[config.mk]
export PLATFORM = sky130hd
export DESIGN_NAME = dpbt_dma_pci_ctrl
export DESIGN_NICKNAME = d
export VERILOG_FILES = /design/src/core/dpbt_engine_gate.v /design/src/core/dpbt_dma_pci_ctrl.v
export VERILOG_INCLUDE_DIRS = /design/src /design/src/core
export SDC_FILE = /design/constraint.sdc
export NUM_CORES = 1
export LEC_CHECK = 0
export BUFFER_PORTS_ARGS = -buffer_cell sky130_fd_sc_hd__buf_2
export CAP_MARGIN = 10
export CORE_MARGIN = 3
export CORE_UTILIZATION = 25
export DETAILED_ROUTE_END_ITERATION = 16
export HOLD_SLACK_MARGIN = 0.12
export SLEW_MARGIN = 10
export SYNTH_ARGS = -nofsm -noshare
export SYNTH_HDL_FRONTEND = slang
export SYNTH_HIERARCHICAL = 1
export SYNTH_SLANG_ARGS = --single-unit
[constraint.sdc]
create_clock -name CLOCK_I -period 3.3 [get_ports CLOCK_I]
set_input_delay 0.495 -clock CLOCK_I [delete_from_list [all_inputs] [get_ports CLOCK_I]]
set_output_delay 0.495 -clock CLOCK_I [all_outputs]
set_load 0.02 [all_outputs]
[src/core/dpbt_regs.vh]
// register offsets, field positions, reset values and limits of the dma pci control block
`ifndef DPBT_REGS_VH
`define DPBT_REGS_VH

// ==========================================================================
// register map
`define DPBT_ADDR_W            12
`define DPBT_OFS_ISO_CTRL      12'h800
`define DPBT_OFS_ASY_CTRL      12'h808
`define DPBT_RST_ISO_CTRL      32'h0000_7373
`define DPBT_RST_ASY_CTRL      32'h0010_7373

// ==========================================================================
// field positions (both registers share the low sixteen bits)
`define DPBT_TX_BURST_HI       15
`define DPBT_TX_BURST_LO       12
`define DPBT_TX_THR_HI         11
`define DPBT_TX_THR_LO         8
`define DPBT_RX_BURST_HI       7
`define DPBT_RX_BURST_LO       4
`define DPBT_RX_THR_HI         3
`define DPBT_RX_THR_LO         0
`define DPBT_AT_FIFO_HI        23
`define DPBT_AT_FIFO_LO        16
`define DPBT_RETRY_MAX_BIT     24

// ==========================================================================
// writable masks, limits
`define DPBT_ISO_WMASK         32'h0000_ffff
`define DPBT_ASY_WMASK         32'h01ff_ffff
`define DPBT_AT_FIFO_MAX       8'h20
`define DPBT_QUAD_SHIFT        4

`endif

[src/core/dpbt_engine_gate.v]
// request and burst-limit logic for one dma engine direction
`timescale 1ns/1ps
`default_nettype none

module dpbt_engine_gate #(
	parameter CW = 10
) (
	// clock and reset
	input  wire          clk_i,
	input  wire          rst_i,
	// programmed fields
	input  wire [3:0]    burst_n_i,
	input  wire [3:0]    thr_n_i,
	input  wire          is_tx_i,
	// fifo and buffer state in quadlets
	input  wire [CW-1:0] fifo_level_i,
	input  wire [CW-1:0] remain_i,
	input  wire          pkt_done_i,
	input  wire          active_i,
	input  wire          gnt_i,
	// results
	output wire          req_o,
	output reg  [8:0]    burst_max_o
);

	// ======================================================================
	// limit decode: 16*(n+1) quadlets
	// five bits hold n+1 up to 16, so the scaled limit fits CW+5 bits
	wire [4:0] thr_q   = {1'b0, thr_n_i} + 5'h01;
	wire [CW+4:0] thr_quads = {{(CW-4){1'b0}}, thr_q, 4'h0};
	wire [CW+4:0] lvl  = {5'h00, fifo_level_i};
	wire [CW+4:0] rem  = {5'h00, remain_i};
	wire          thr_met = lvl >= thr_quads;
	// tx: fetch early when less is left to fetch than space; rx: flush early
	wire          early = is_tx_i ? (rem < lvl) : ((lvl > rem) | pkt_done_i);
	wire          want = active_i & (thr_met | early);

	// held until granted while the condition stands, dropped otherwise
	assign req_o = want & ~gnt_i;

	// burst limit registered so the pci side sees a stable value
	always @(posedge clk_i) begin
		if (rst_i) begin
			burst_max_o <= 9'h000;
		end else begin
			burst_max_o <= {1'b0, burst_n_i, 4'h0} + 9'h010;
		end
	end

endmodule // dpbt_engine_gate

`default_nettype wire

[src/core/dpbt_dma_pci_ctrl.v]
// dma pci burst and threshold control: registers plus per-engine gating
// How it works
// - iso transmit fetch per pci transaction capped at 16*(n+1) quadlets
// - iso transmit requests bus once free fifo space reaches threshold
// - iso transmit may request early if remaining fetch below free space
// - iso receive write per transaction capped at 16*(n+1) quadlets
// - iso receive requests bus once fifo data reaches threshold
// - iso receive requests early on buffer-end overflow or whole packet
// - retry bit forces max at fifo threshold on retried packets; resets 0
// - link told packet ready at 16*n quadlets; n resets 0x10, max 0x20
// - link also told ready whenever the complete packet is in fifo
// - async transmit and read response fetch capped at 16*(n+1)
// - async transmit units request bus once free space reaches threshold
// - async transmit units may request early if remaining fetch is smaller
// - async receive and physical write capped at 16*(n+1) per transaction
// - async receive requests bus once fifo data reaches threshold
// - async receive requests early on buffer overflow or complete packet
// - four-bit fields take n up to 0xf, 16 to 256 quadlets
// - real bursts may be shorter due to packet, buffer, fifo, cache line
// - iso register resets 0x00007373, async register 0x00107373
// - registers at 0x800 and 0x808, loadable from a serial eeprom
`timescale 1ns/1ps
`default_nettype none
`include "dpbt_regs.vh"

module dpbt_dma_pci_ctrl #(
	parameter CW = 10
) (
	// clock and reset
	input  wire          CLOCK_I,
	input  wire          RESET_I,
	// register port
	input  wire [11:0]   REG_ADDR_I,
	input  wire          REG_WR_I,
	input  wire          REG_RD_I,
	input  wire [31:0]   REG_WDATA_I,
	output reg  [31:0]   REG_RDATA_O,
	// eeprom load
	input  wire          EE_LOAD_I,
	input  wire [11:0]   EE_ADDR_I,
	input  wire [31:0]   EE_DATA_I,
	// iso transmit engine
	input  wire [CW-1:0] IT_FREE_I,
	input  wire [CW-1:0] IT_REMAIN_I,
	input  wire          IT_ACTIVE_I,
	input  wire          IT_GNT_I,
	output wire          IT_REQ_O,
	output wire [8:0]    IT_BURST_MAX_O,
	// iso receive engine
	input  wire [CW-1:0] IR_LEVEL_I,
	input  wire [CW-1:0] IR_BUF_SPACE_I,
	input  wire          IR_PKT_DONE_I,
	input  wire          IR_ACTIVE_I,
	input  wire          IR_GNT_I,
	output wire          IR_REQ_O,
	output wire [8:0]    IR_BURST_MAX_O,
	// async transmit and physical read response engine
	input  wire [CW-1:0] AT_FREE_I,
	input  wire [CW-1:0] AT_REMAIN_I,
	input  wire          AT_ACTIVE_I,
	input  wire          AT_GNT_I,
	output wire          AT_REQ_O,
	output wire [8:0]    AT_BURST_MAX_O,
	// async receive and physical write engine
	input  wire [CW-1:0] AR_LEVEL_I,
	input  wire [CW-1:0] AR_BUF_SPACE_I,
	input  wire          AR_PKT_DONE_I,
	input  wire          AR_ACTIVE_I,
	input  wire          AR_GNT_I,
	output wire          AR_REQ_O,
	output wire [8:0]    AR_BURST_MAX_O,
	// async transmit fifo to link
	input  wire [CW-1:0] ATF_LEVEL_I,
	input  wire          ATF_PKT_WHOLE_I,
	input  wire          ATF_RETRY_I,
	output reg           LINK_PKT_READY_O
);

	// ======================================================================
	// control registers
	reg  [31:0] iso_dma_pci_control_r;
	reg  [31:0] async_dma_pci_control_r;

	// eeprom load wins over a software write in the same cycle, since the
	// eeprom only runs at start-up while the link is still off
	always @(posedge CLOCK_I) begin
		if (RESET_I) begin
			iso_dma_pci_control_r   <= `DPBT_RST_ISO_CTRL;
			async_dma_pci_control_r <= `DPBT_RST_ASY_CTRL;
		end else if (EE_LOAD_I) begin
			if (EE_ADDR_I == `DPBT_OFS_ISO_CTRL)
				iso_dma_pci_control_r <= EE_DATA_I & `DPBT_ISO_WMASK;
			if (EE_ADDR_I == `DPBT_OFS_ASY_CTRL)
				async_dma_pci_control_r <= EE_DATA_I & `DPBT_ASY_WMASK;
		end else if (REG_WR_I) begin
			// no interlock on link enable: software keeps writes off then
			if (REG_ADDR_I == `DPBT_OFS_ISO_CTRL)
				iso_dma_pci_control_r <= REG_WDATA_I & `DPBT_ISO_WMASK;
			if (REG_ADDR_I == `DPBT_OFS_ASY_CTRL)
				async_dma_pci_control_r <= REG_WDATA_I & `DPBT_ASY_WMASK;
		end
	end

	// read data registered; unmapped offsets read zero
	always @(posedge CLOCK_I) begin
		if (RESET_I) begin
			REG_RDATA_O <= 32'h0000_0000;
		end else if (REG_RD_I) begin
			case (REG_ADDR_I)
				`DPBT_OFS_ISO_CTRL: REG_RDATA_O <= iso_dma_pci_control_r;
				`DPBT_OFS_ASY_CTRL: REG_RDATA_O <= async_dma_pci_control_r;
				default:            REG_RDATA_O <= 32'h0000_0000;
			endcase
		end
	end

	// ======================================================================
	// per-engine request gates; all four nibbles span 0..0xf
	// burst maxima are upper limits, the pci side may cut shorter
	dpbt_engine_gate #(.CW(CW)) u_it (
		.clk_i        (CLOCK_I),
		.rst_i        (RESET_I),
		.burst_n_i    (iso_dma_pci_control_r[`DPBT_TX_BURST_HI:`DPBT_TX_BURST_LO]),
		.thr_n_i      (iso_dma_pci_control_r[`DPBT_TX_THR_HI:`DPBT_TX_THR_LO]),
		.is_tx_i      (1'b1),
		.fifo_level_i (IT_FREE_I),
		.remain_i     (IT_REMAIN_I),
		.pkt_done_i   (1'b0),
		.active_i     (IT_ACTIVE_I),
		.gnt_i        (IT_GNT_I),
		.req_o        (IT_REQ_O),
		.burst_max_o  (IT_BURST_MAX_O)
	);

	dpbt_engine_gate #(.CW(CW)) u_ir (
		.clk_i        (CLOCK_I),
		.rst_i        (RESET_I),
		.burst_n_i    (iso_dma_pci_control_r[`DPBT_RX_BURST_HI:`DPBT_RX_BURST_LO]),
		.thr_n_i      (iso_dma_pci_control_r[`DPBT_RX_THR_HI:`DPBT_RX_THR_LO]),
		.is_tx_i      (1'b0),
		.fifo_level_i (IR_LEVEL_I),
		.remain_i     (IR_BUF_SPACE_I),
		.pkt_done_i   (IR_PKT_DONE_I),
		.active_i     (IR_ACTIVE_I),
		.gnt_i        (IR_GNT_I),
		.req_o        (IR_REQ_O),
		.burst_max_o  (IR_BURST_MAX_O)
	);

	dpbt_engine_gate #(.CW(CW)) u_at (
		.clk_i        (CLOCK_I),
		.rst_i        (RESET_I),
		.burst_n_i    (async_dma_pci_control_r[`DPBT_TX_BURST_HI:`DPBT_TX_BURST_LO]),
		.thr_n_i      (async_dma_pci_control_r[`DPBT_TX_THR_HI:`DPBT_TX_THR_LO]),
		.is_tx_i      (1'b1),
		.fifo_level_i (AT_FREE_I),
		.remain_i     (AT_REMAIN_I),
		.pkt_done_i   (1'b0),
		.active_i     (AT_ACTIVE_I),
		.gnt_i        (AT_GNT_I),
		.req_o        (AT_REQ_O),
		.burst_max_o  (AT_BURST_MAX_O)
	);

	dpbt_engine_gate #(.CW(CW)) u_ar (
		.clk_i        (CLOCK_I),
		.rst_i        (RESET_I),
		.burst_n_i    (async_dma_pci_control_r[`DPBT_RX_BURST_HI:`DPBT_RX_BURST_LO]),
		.thr_n_i      (async_dma_pci_control_r[`DPBT_RX_THR_HI:`DPBT_RX_THR_LO]),
		.is_tx_i      (1'b0),
		.fifo_level_i (AR_LEVEL_I),
		.remain_i     (AR_BUF_SPACE_I),
		.pkt_done_i   (AR_PKT_DONE_I),
		.active_i     (AR_ACTIVE_I),
		.gnt_i        (AR_GNT_I),
		.req_o        (AR_REQ_O),
		.burst_max_o  (AR_BURST_MAX_O)
	);

	// ======================================================================
	// link notification from the async transmit fifo
	wire [7:0] at_n_raw = async_dma_pci_control_r[`DPBT_AT_FIFO_HI:`DPBT_AT_FIFO_LO];
	wire       retry_max = async_dma_pci_control_r[`DPBT_RETRY_MAX_BIT];
	// values above the legal top are clamped so they cannot stall the link
	wire [7:0] at_n_clip = (at_n_raw > `DPBT_AT_FIFO_MAX) ? `DPBT_AT_FIFO_MAX
	                                                      : at_n_raw;
	wire [7:0] at_n_use  = (ATF_RETRY_I & retry_max) ? `DPBT_AT_FIFO_MAX
	                                                 : at_n_clip;
	wire [CW+4:0] at_thr = {{(CW-3){1'b0}}, at_n_use} << `DPBT_QUAD_SHIFT;
	wire [CW+4:0] at_lvl = {5'h00, ATF_LEVEL_I};

	always @(posedge CLOCK_I) begin
		if (RESET_I) begin
			LINK_PKT_READY_O <= 1'b0;
		end else begin
			LINK_PKT_READY_O <= (at_lvl >= at_thr)
			                  | ATF_PKT_WHOLE_I;
		end
	end

endmodule // dpbt_dma_pci_ctrl

`default_nettype wire

## Word-level counts from Yosys, hierarchy flattened

Cells that the tools add are included.
Widths: inputs -> output; s select.

| storage, ports and cells | value |
|---|---|
| ROM bits | 0 |
| memories kept | 0 |
| output and inout bits | 73 |
| input bits | 195 |
| register bits | 133 |
| word-level logic and storage cells | 68 |
| latch bits | 0 |
| memory bits (writable) | 0 |

| operators by class | value |
|---|---|
| bitwise gates (word level) | 20 |
| add/sub/neg operators | 8 |
| eq/ne operators | 6 |
| shift-type cells | 0 |
| magnitude comparators | 10 |
| reductions and logical operators | 5 |
| div/mod/pow operators | 0 |
| multiply operators | 0 |
| mux-type cells | 11 |

Operators with widths:

| cell | number |
|---|---|
| $mux 32 | 8 |
| $pmux 32 s2 | 1 |
| $eq 12x12->1 const B | 4 |
| $ge 10x9->1 | 4 |
| $add 8x5->9 const B | 4 |
| $add 4x1->5 const B | 4 |
| $gt 10x10->1 | 2 |
| $lt 10x10->1 | 2 |
| $mux 8 | 2 |
| $ge 10x12->1 | 1 |
| $and 1x1->1 | 9 |
| $gt 8x6->1 const B | 1 |
| $or 1x1->1 | 7 |
| $reduce_and 3->1 | 2 |
| $reduce_bool 2->1 | 3 |
| $ne 2x1->1 const B | 2 |
| $not 1->1 | 4 |

## Logic depth before layout (Yosys ltp)

| logic depth | value |
|---|---|
| depth in word-level cells | 5 |
| mapped depth | 7 |
| depth with buffers taken out | 7 |

## Hierarchy

Netlist, hierarchy kept.

Modules (own cells, without submodules):

| module | instances | sequential area each (um^2) | area each (um^2) | cells each |
|---|---|---|---|---|
| dpbt_dma_pci_ctrl | 1 | 1341.3 | 3355.7 | 357 |
| dpbt_engine_gate | 4 | 100.1 | 654.4 | 79 |

## Worst setup path before layout

OpenSTA, ideal clock, no wires.

| path | value |
|---|---|
| path type | input -> register |
| start | input port ATF_RETRY_I |
| end | register LINK_PKT_READY_O |
| library setup time | 0.075 ns |
| stages | 7 |
| arrival | 2.613 ns |
| path slack | 0.612 ns |
| buffers on the path | 0 |
| required time | 3.225 ns |
| cell sequence | a2111oi_0 -> and2_1 -> ha_1 -> or4b_2 -> o21ai_0 -> a2111oi_0 -> o22ai_1 |

| on the way | value |
|---|---|
| cells in the longest elaborated chain, start to end | 4 |

Ends and longest elaborated chain:

| element | line | RTL |
|---|---|---|
| start, declared | dpbt_dma_pci_ctrl.v:75 | `input wire ATF_RETRY_I,` |
| $and 1x1->1 | dpbt_dma_pci_ctrl.v:187 | `` wire [7:0] at_n_use = (ATF_RETRY_I & retry_max) ? `DPBT_AT_FIFO_MAX `` |
| $mux 8 | dpbt_dma_pci_ctrl.v:187 |  |
| $ge 10x12->1 | dpbt_dma_pci_ctrl.v:196 | `LINK_PKT_READY_O <= (at_lvl >= at_thr)` |
| $or 1x1->1 | dpbt_dma_pci_ctrl.v:197 | `\| ATF_PKT_WHOLE_I;` |
| end signal, assigned | dpbt_dma_pci_ctrl.v:196 |  |
| end, declared | dpbt_dma_pci_ctrl.v:76 | `output reg LINK_PKT_READY_O` |

Every way passes these cells.
A chain may end at the register's enable or synchronous reset.

## Worst setup path in the final report

| path | value |
|---|---|
| start | register iso_dma_pci_control_r[0] |
| end | output port IR_REQ_O |

| on the way | value |
|---|---|
| cells in the longest elaborated chain, start to end | 5 |

Ends and longest elaborated chain:

| element | line | RTL |
|---|---|---|
| start, declared | dpbt_dma_pci_ctrl.v:81 | `reg [31:0] iso_dma_pci_control_r;` |
| start signal, assigned | dpbt_dma_pci_ctrl.v:88 | `` iso_dma_pci_control_r <= `DPBT_RST_ISO_CTRL; `` |
| start signal, assigned | dpbt_dma_pci_ctrl.v:92 | `` iso_dma_pci_control_r <= EE_DATA_I & `DPBT_ISO_WMASK; `` |
| start signal, assigned | dpbt_dma_pci_ctrl.v:98 | `` iso_dma_pci_control_r <= REG_WDATA_I & `DPBT_ISO_WMASK; `` |
| $add 4x1->5 | dpbt_engine_gate.v:29 | `wire [4:0] thr_q = {1'b0, thr_n_i} + 5'h01;` |
| $ge 10x9->1 | dpbt_engine_gate.v:33 | `wire thr_met = lvl >= thr_quads;` |
| $or 1x1->1 | dpbt_engine_gate.v:36 | `wire want = active_i & (thr_met \| early);` |
| $and 1x1->1 | dpbt_engine_gate.v:36 |  |
| $and 1x1->1 | dpbt_engine_gate.v:39 | `assign req_o = want & ~gnt_i;` |
| end, declared | dpbt_dma_pci_ctrl.v:55 | `output wire IR_REQ_O,` |

Every way passes these cells.

==> metrics.cfg <==
[floorplan]
std_cell_rows = 55
fp.dieH_um = 161
num_io_pins = 268
start_util_pct = 25.9
fp.dieW_um = 161
dieArea_um2 = 25800
coreArea_um2 = 23100

[global_routing]
grt_pass1_wl_um = 26200
grt.met3_usage_pct = 3.59
met1_usage_pct = 15.4
grt_pass1_vias = 5326
globalRouteOverflowTotal = 0
grt_use_met2_pct = 22.1
grt_most_used_layer = met2
grt_max_degree = 63
antenna_found_initial = 0
grt_use_total_pct = 12.6

[worst_hold_path]
whs_path_depth = 3
hold_class = input pin to register
hold_end = async_dma_pci_control_r[20]
min-delay-start = EE_DATA_I[20]

[pwr]
pwr-share-clk_pct = 42.1
switchingPower_uw = 701
peakVddDrop_mv = 0.203
pwr-share-comb_pct = 16.7
pwr_density_cell_nw_per_um2 = 330
switching_share_pct = 27.4
p_leak_uw = 0.00393
internal_power_uw = 1850
p_seq_share_pct = 41.3

[timing]
hold_viol_final = 0
period_share_pct = 82.3
relSlewSlack_pct = 39.8
fin_setup_tns_ps = 0
tightest_slew_ps = 904
whs_ps = 430
skew_ps = 3.73
rsz0062_at_grt = no
final_max_slew_viol_count = 0
finalWorstSetupSlack_ps = 584
max_freq_mhz = 368
fin_crit_ps = 2720
setup_violations = 0

[setup_path]
max_stage_delay_ps = 430
arrival_ps = 2220
path_class = register to primary output
cp_top_family = adder cells
endpoint_kind = primary output
r2r_end = LINK_PKT_READY_O
startpoint_type = register
r2r_cells = 7
cp.buffers_inverters = 1
ff2ff_setup_slack_ps = 980
slowest_stage = dfxtp_1
reg2reg_from = async_dma_pci_control_r[23]
worstPathCellList = ha_1 -> nand3_1 -> ha_1 -> a211oi_1 -> and3_1 -> o21ai_1 -> o2bb2ai_1 -> buf_2
path_max_fanout = 5
path_common_cell = ha_1
crit_required_ps = 2800

[logic_synthesis]
netlist_area_um2 = 5970
synth_area_per_cell_um2 = 8.88
synthTopCellsByArea = dfxtp_1, ha_1, mux2i_1
ys_dominant_reg_cell = dfxtp_1
synth_edf_count = 0
synth_cell_types = 55
synthCells = 673
ys_seq_area_share_pct = 29.2
ys_ff_latch = 87
netlist.area_leader.share_pct = 29.2
ys_warn_count = 6
yosys-top-cells-count = dfxtp_1, ha_1, inv_1
yosysTopAreaCell = dfxtp_1
yosysMostFrequentCell = dfxtp_1
synthArstFlopShare_pct = 0

[clock_tree]
insertion_delay_ps = 340
cts_setup_buffers = 0
clockBufferDepth = 2
cts_sinks = 87
cts-root-buf = clkbuf_16
cts_inserted_buffers = 9
hold_buffers = 0
clk_pin_slew_worst_paths_ps = 70
cts_resized = 0
cts_tree = done
htree_levels = 3

[placed_design]
placed_cell_area_um2 = 7410
port_buffers = 230
place_ws_ps = 670
gp_congestion = 0.796
hpwlAfterDp_um = 13500

[cells_and_area]
final_cell_area_um2 = 7730
diodes = 0
final_nets = 1169
area_growth_syn_to_layout_pct = 29.4
final_layout_size_suffix_gt1_share_pct = 32.4

[routing]
wl_per_cell_um = 13.8
ant_nets = 0
drtIter0Drc = 142
first_pass_iters = 4
drc = 0
via_count = 5367
viasPerCell = 4.41
wirelength_um = 16800

[run]
maxCapViolCount = 0

[status]
status = finished, final reports clean

## per-stage QoR
| stage | utilization (%) | cells | power (uW) |
|---|---|---|---|
| 2_1_floorplan | - | 696 | 1340 |
| 3_3_place_gp | 32.2 | 1202 | 1500 |
| 3_5_place_dp | 32.2 | 1202 | 1510 |
| 4_1_cts | 33.5 | 1218 | 2600 |
| 5_1_grt | 33.5 | 1218 | 2690 |
| 6_report | 33.5 | 1218 | 2550 |
## area by class of cell
cell class / count / area (um2)
inverter: 70 / 263
clock buffer: 9 / 225
clock inverter: 7 / 92.6
tap: 313 / 392
timing repair buffer: 241 / 1240
sequential: 87 / 1740
fill: 2443 / 15300
multi-input combinational: 491 / 3780
## state kept, by name (all words and copies together) (netlist names)
signal / flops
u_at/burst_max_o: 5
LINK_PKT_READY_O: 1
u_ir/burst_max_o: 5
iso_dma_pci_control_r: 16
u_it/burst_max_o: 5
u_ar/burst_max_o: 5
REG_RDATA_O: 25
async_dma_pci_control_r: 25
## layout by cell type (no fill, tap or decap), types with 9 or more instances in the layout
master	instances
o21ai_0	14
nand2_1	22
nor2b_1	19
a21oi_1	17
mux2_2	16
a22oi_1	16
nor2_1	59
buf_2	229
nand3_1	21
conb_1	29
clkbuf_16	9
nand2b_1	20
inv_1	69
ha_1	74
mux2i_1	47
buf_4	12
a211oi_1	20
dfxtp_1	87
## worst max-delay path by stage
| stage | startpoint | to | cells after the start |
|---|---|---|---|
| final | iso_dma_pci_control_r[0] | IR_REQ_O | 8 |
| after global routing | async_dma_pci_control_r[0] | AR_REQ_O | 8 |
| after CTS | iso_dma_pci_control_r[0] | IR_REQ_O | 8 |
| after detailed placement | ATF_RETRY_I | LINK_PKT_READY_O | 8 |
| after global placement | ATF_RETRY_I | LINK_PKT_READY_O | 8 |
| after floorplan | ATF_RETRY_I | LINK_PKT_READY_O | 7 |
## logic make-up (layout without fill, tap and decap cells)
kind of cell	count (synthesis)	in the layout	synth area share [%]
fa+ha+maj	74	74	15.5
compound gates	112	112	13.6
simple gates	197	197	19.0
other cells	6	29	0.377
mux	63	63	10.9
buf+inv	118	327	9.13
xor+xnor	16	16	2.35
flops	87	87	29.2
## routing by layer
layer | routed length [um] | vias up
li1 | - | 2791
met1 | 7450 | 2396
met5 | 0 | -
met4 | 209 | 0
met3 | 1130 | 17
met2 | 7970 | 163
## worst reg2reg max path, cell delays in order, from the launching register on
cell       delay [ps]
dfxtp_1           340
a2111oi_0         550
and2_1            220
ha_1              220
or4b_2            190
o21ai_0            70
a2111oi_0         450
o22ai_1           150
## power by group through the flow
stage | clock [uW] | sequential (uW) | combinational, uW
global placement | 0 | 1080 | 425
CTS | 1110 | 1050 | 432
detailed placement | 0 | 1080 | 430
global route | 1150 | 1050 | 484
finish | 1080 | 1050 | 426
floorplan | 0 | 1080 | 257
Note: power is estimated with default switching activity, not from simulation.
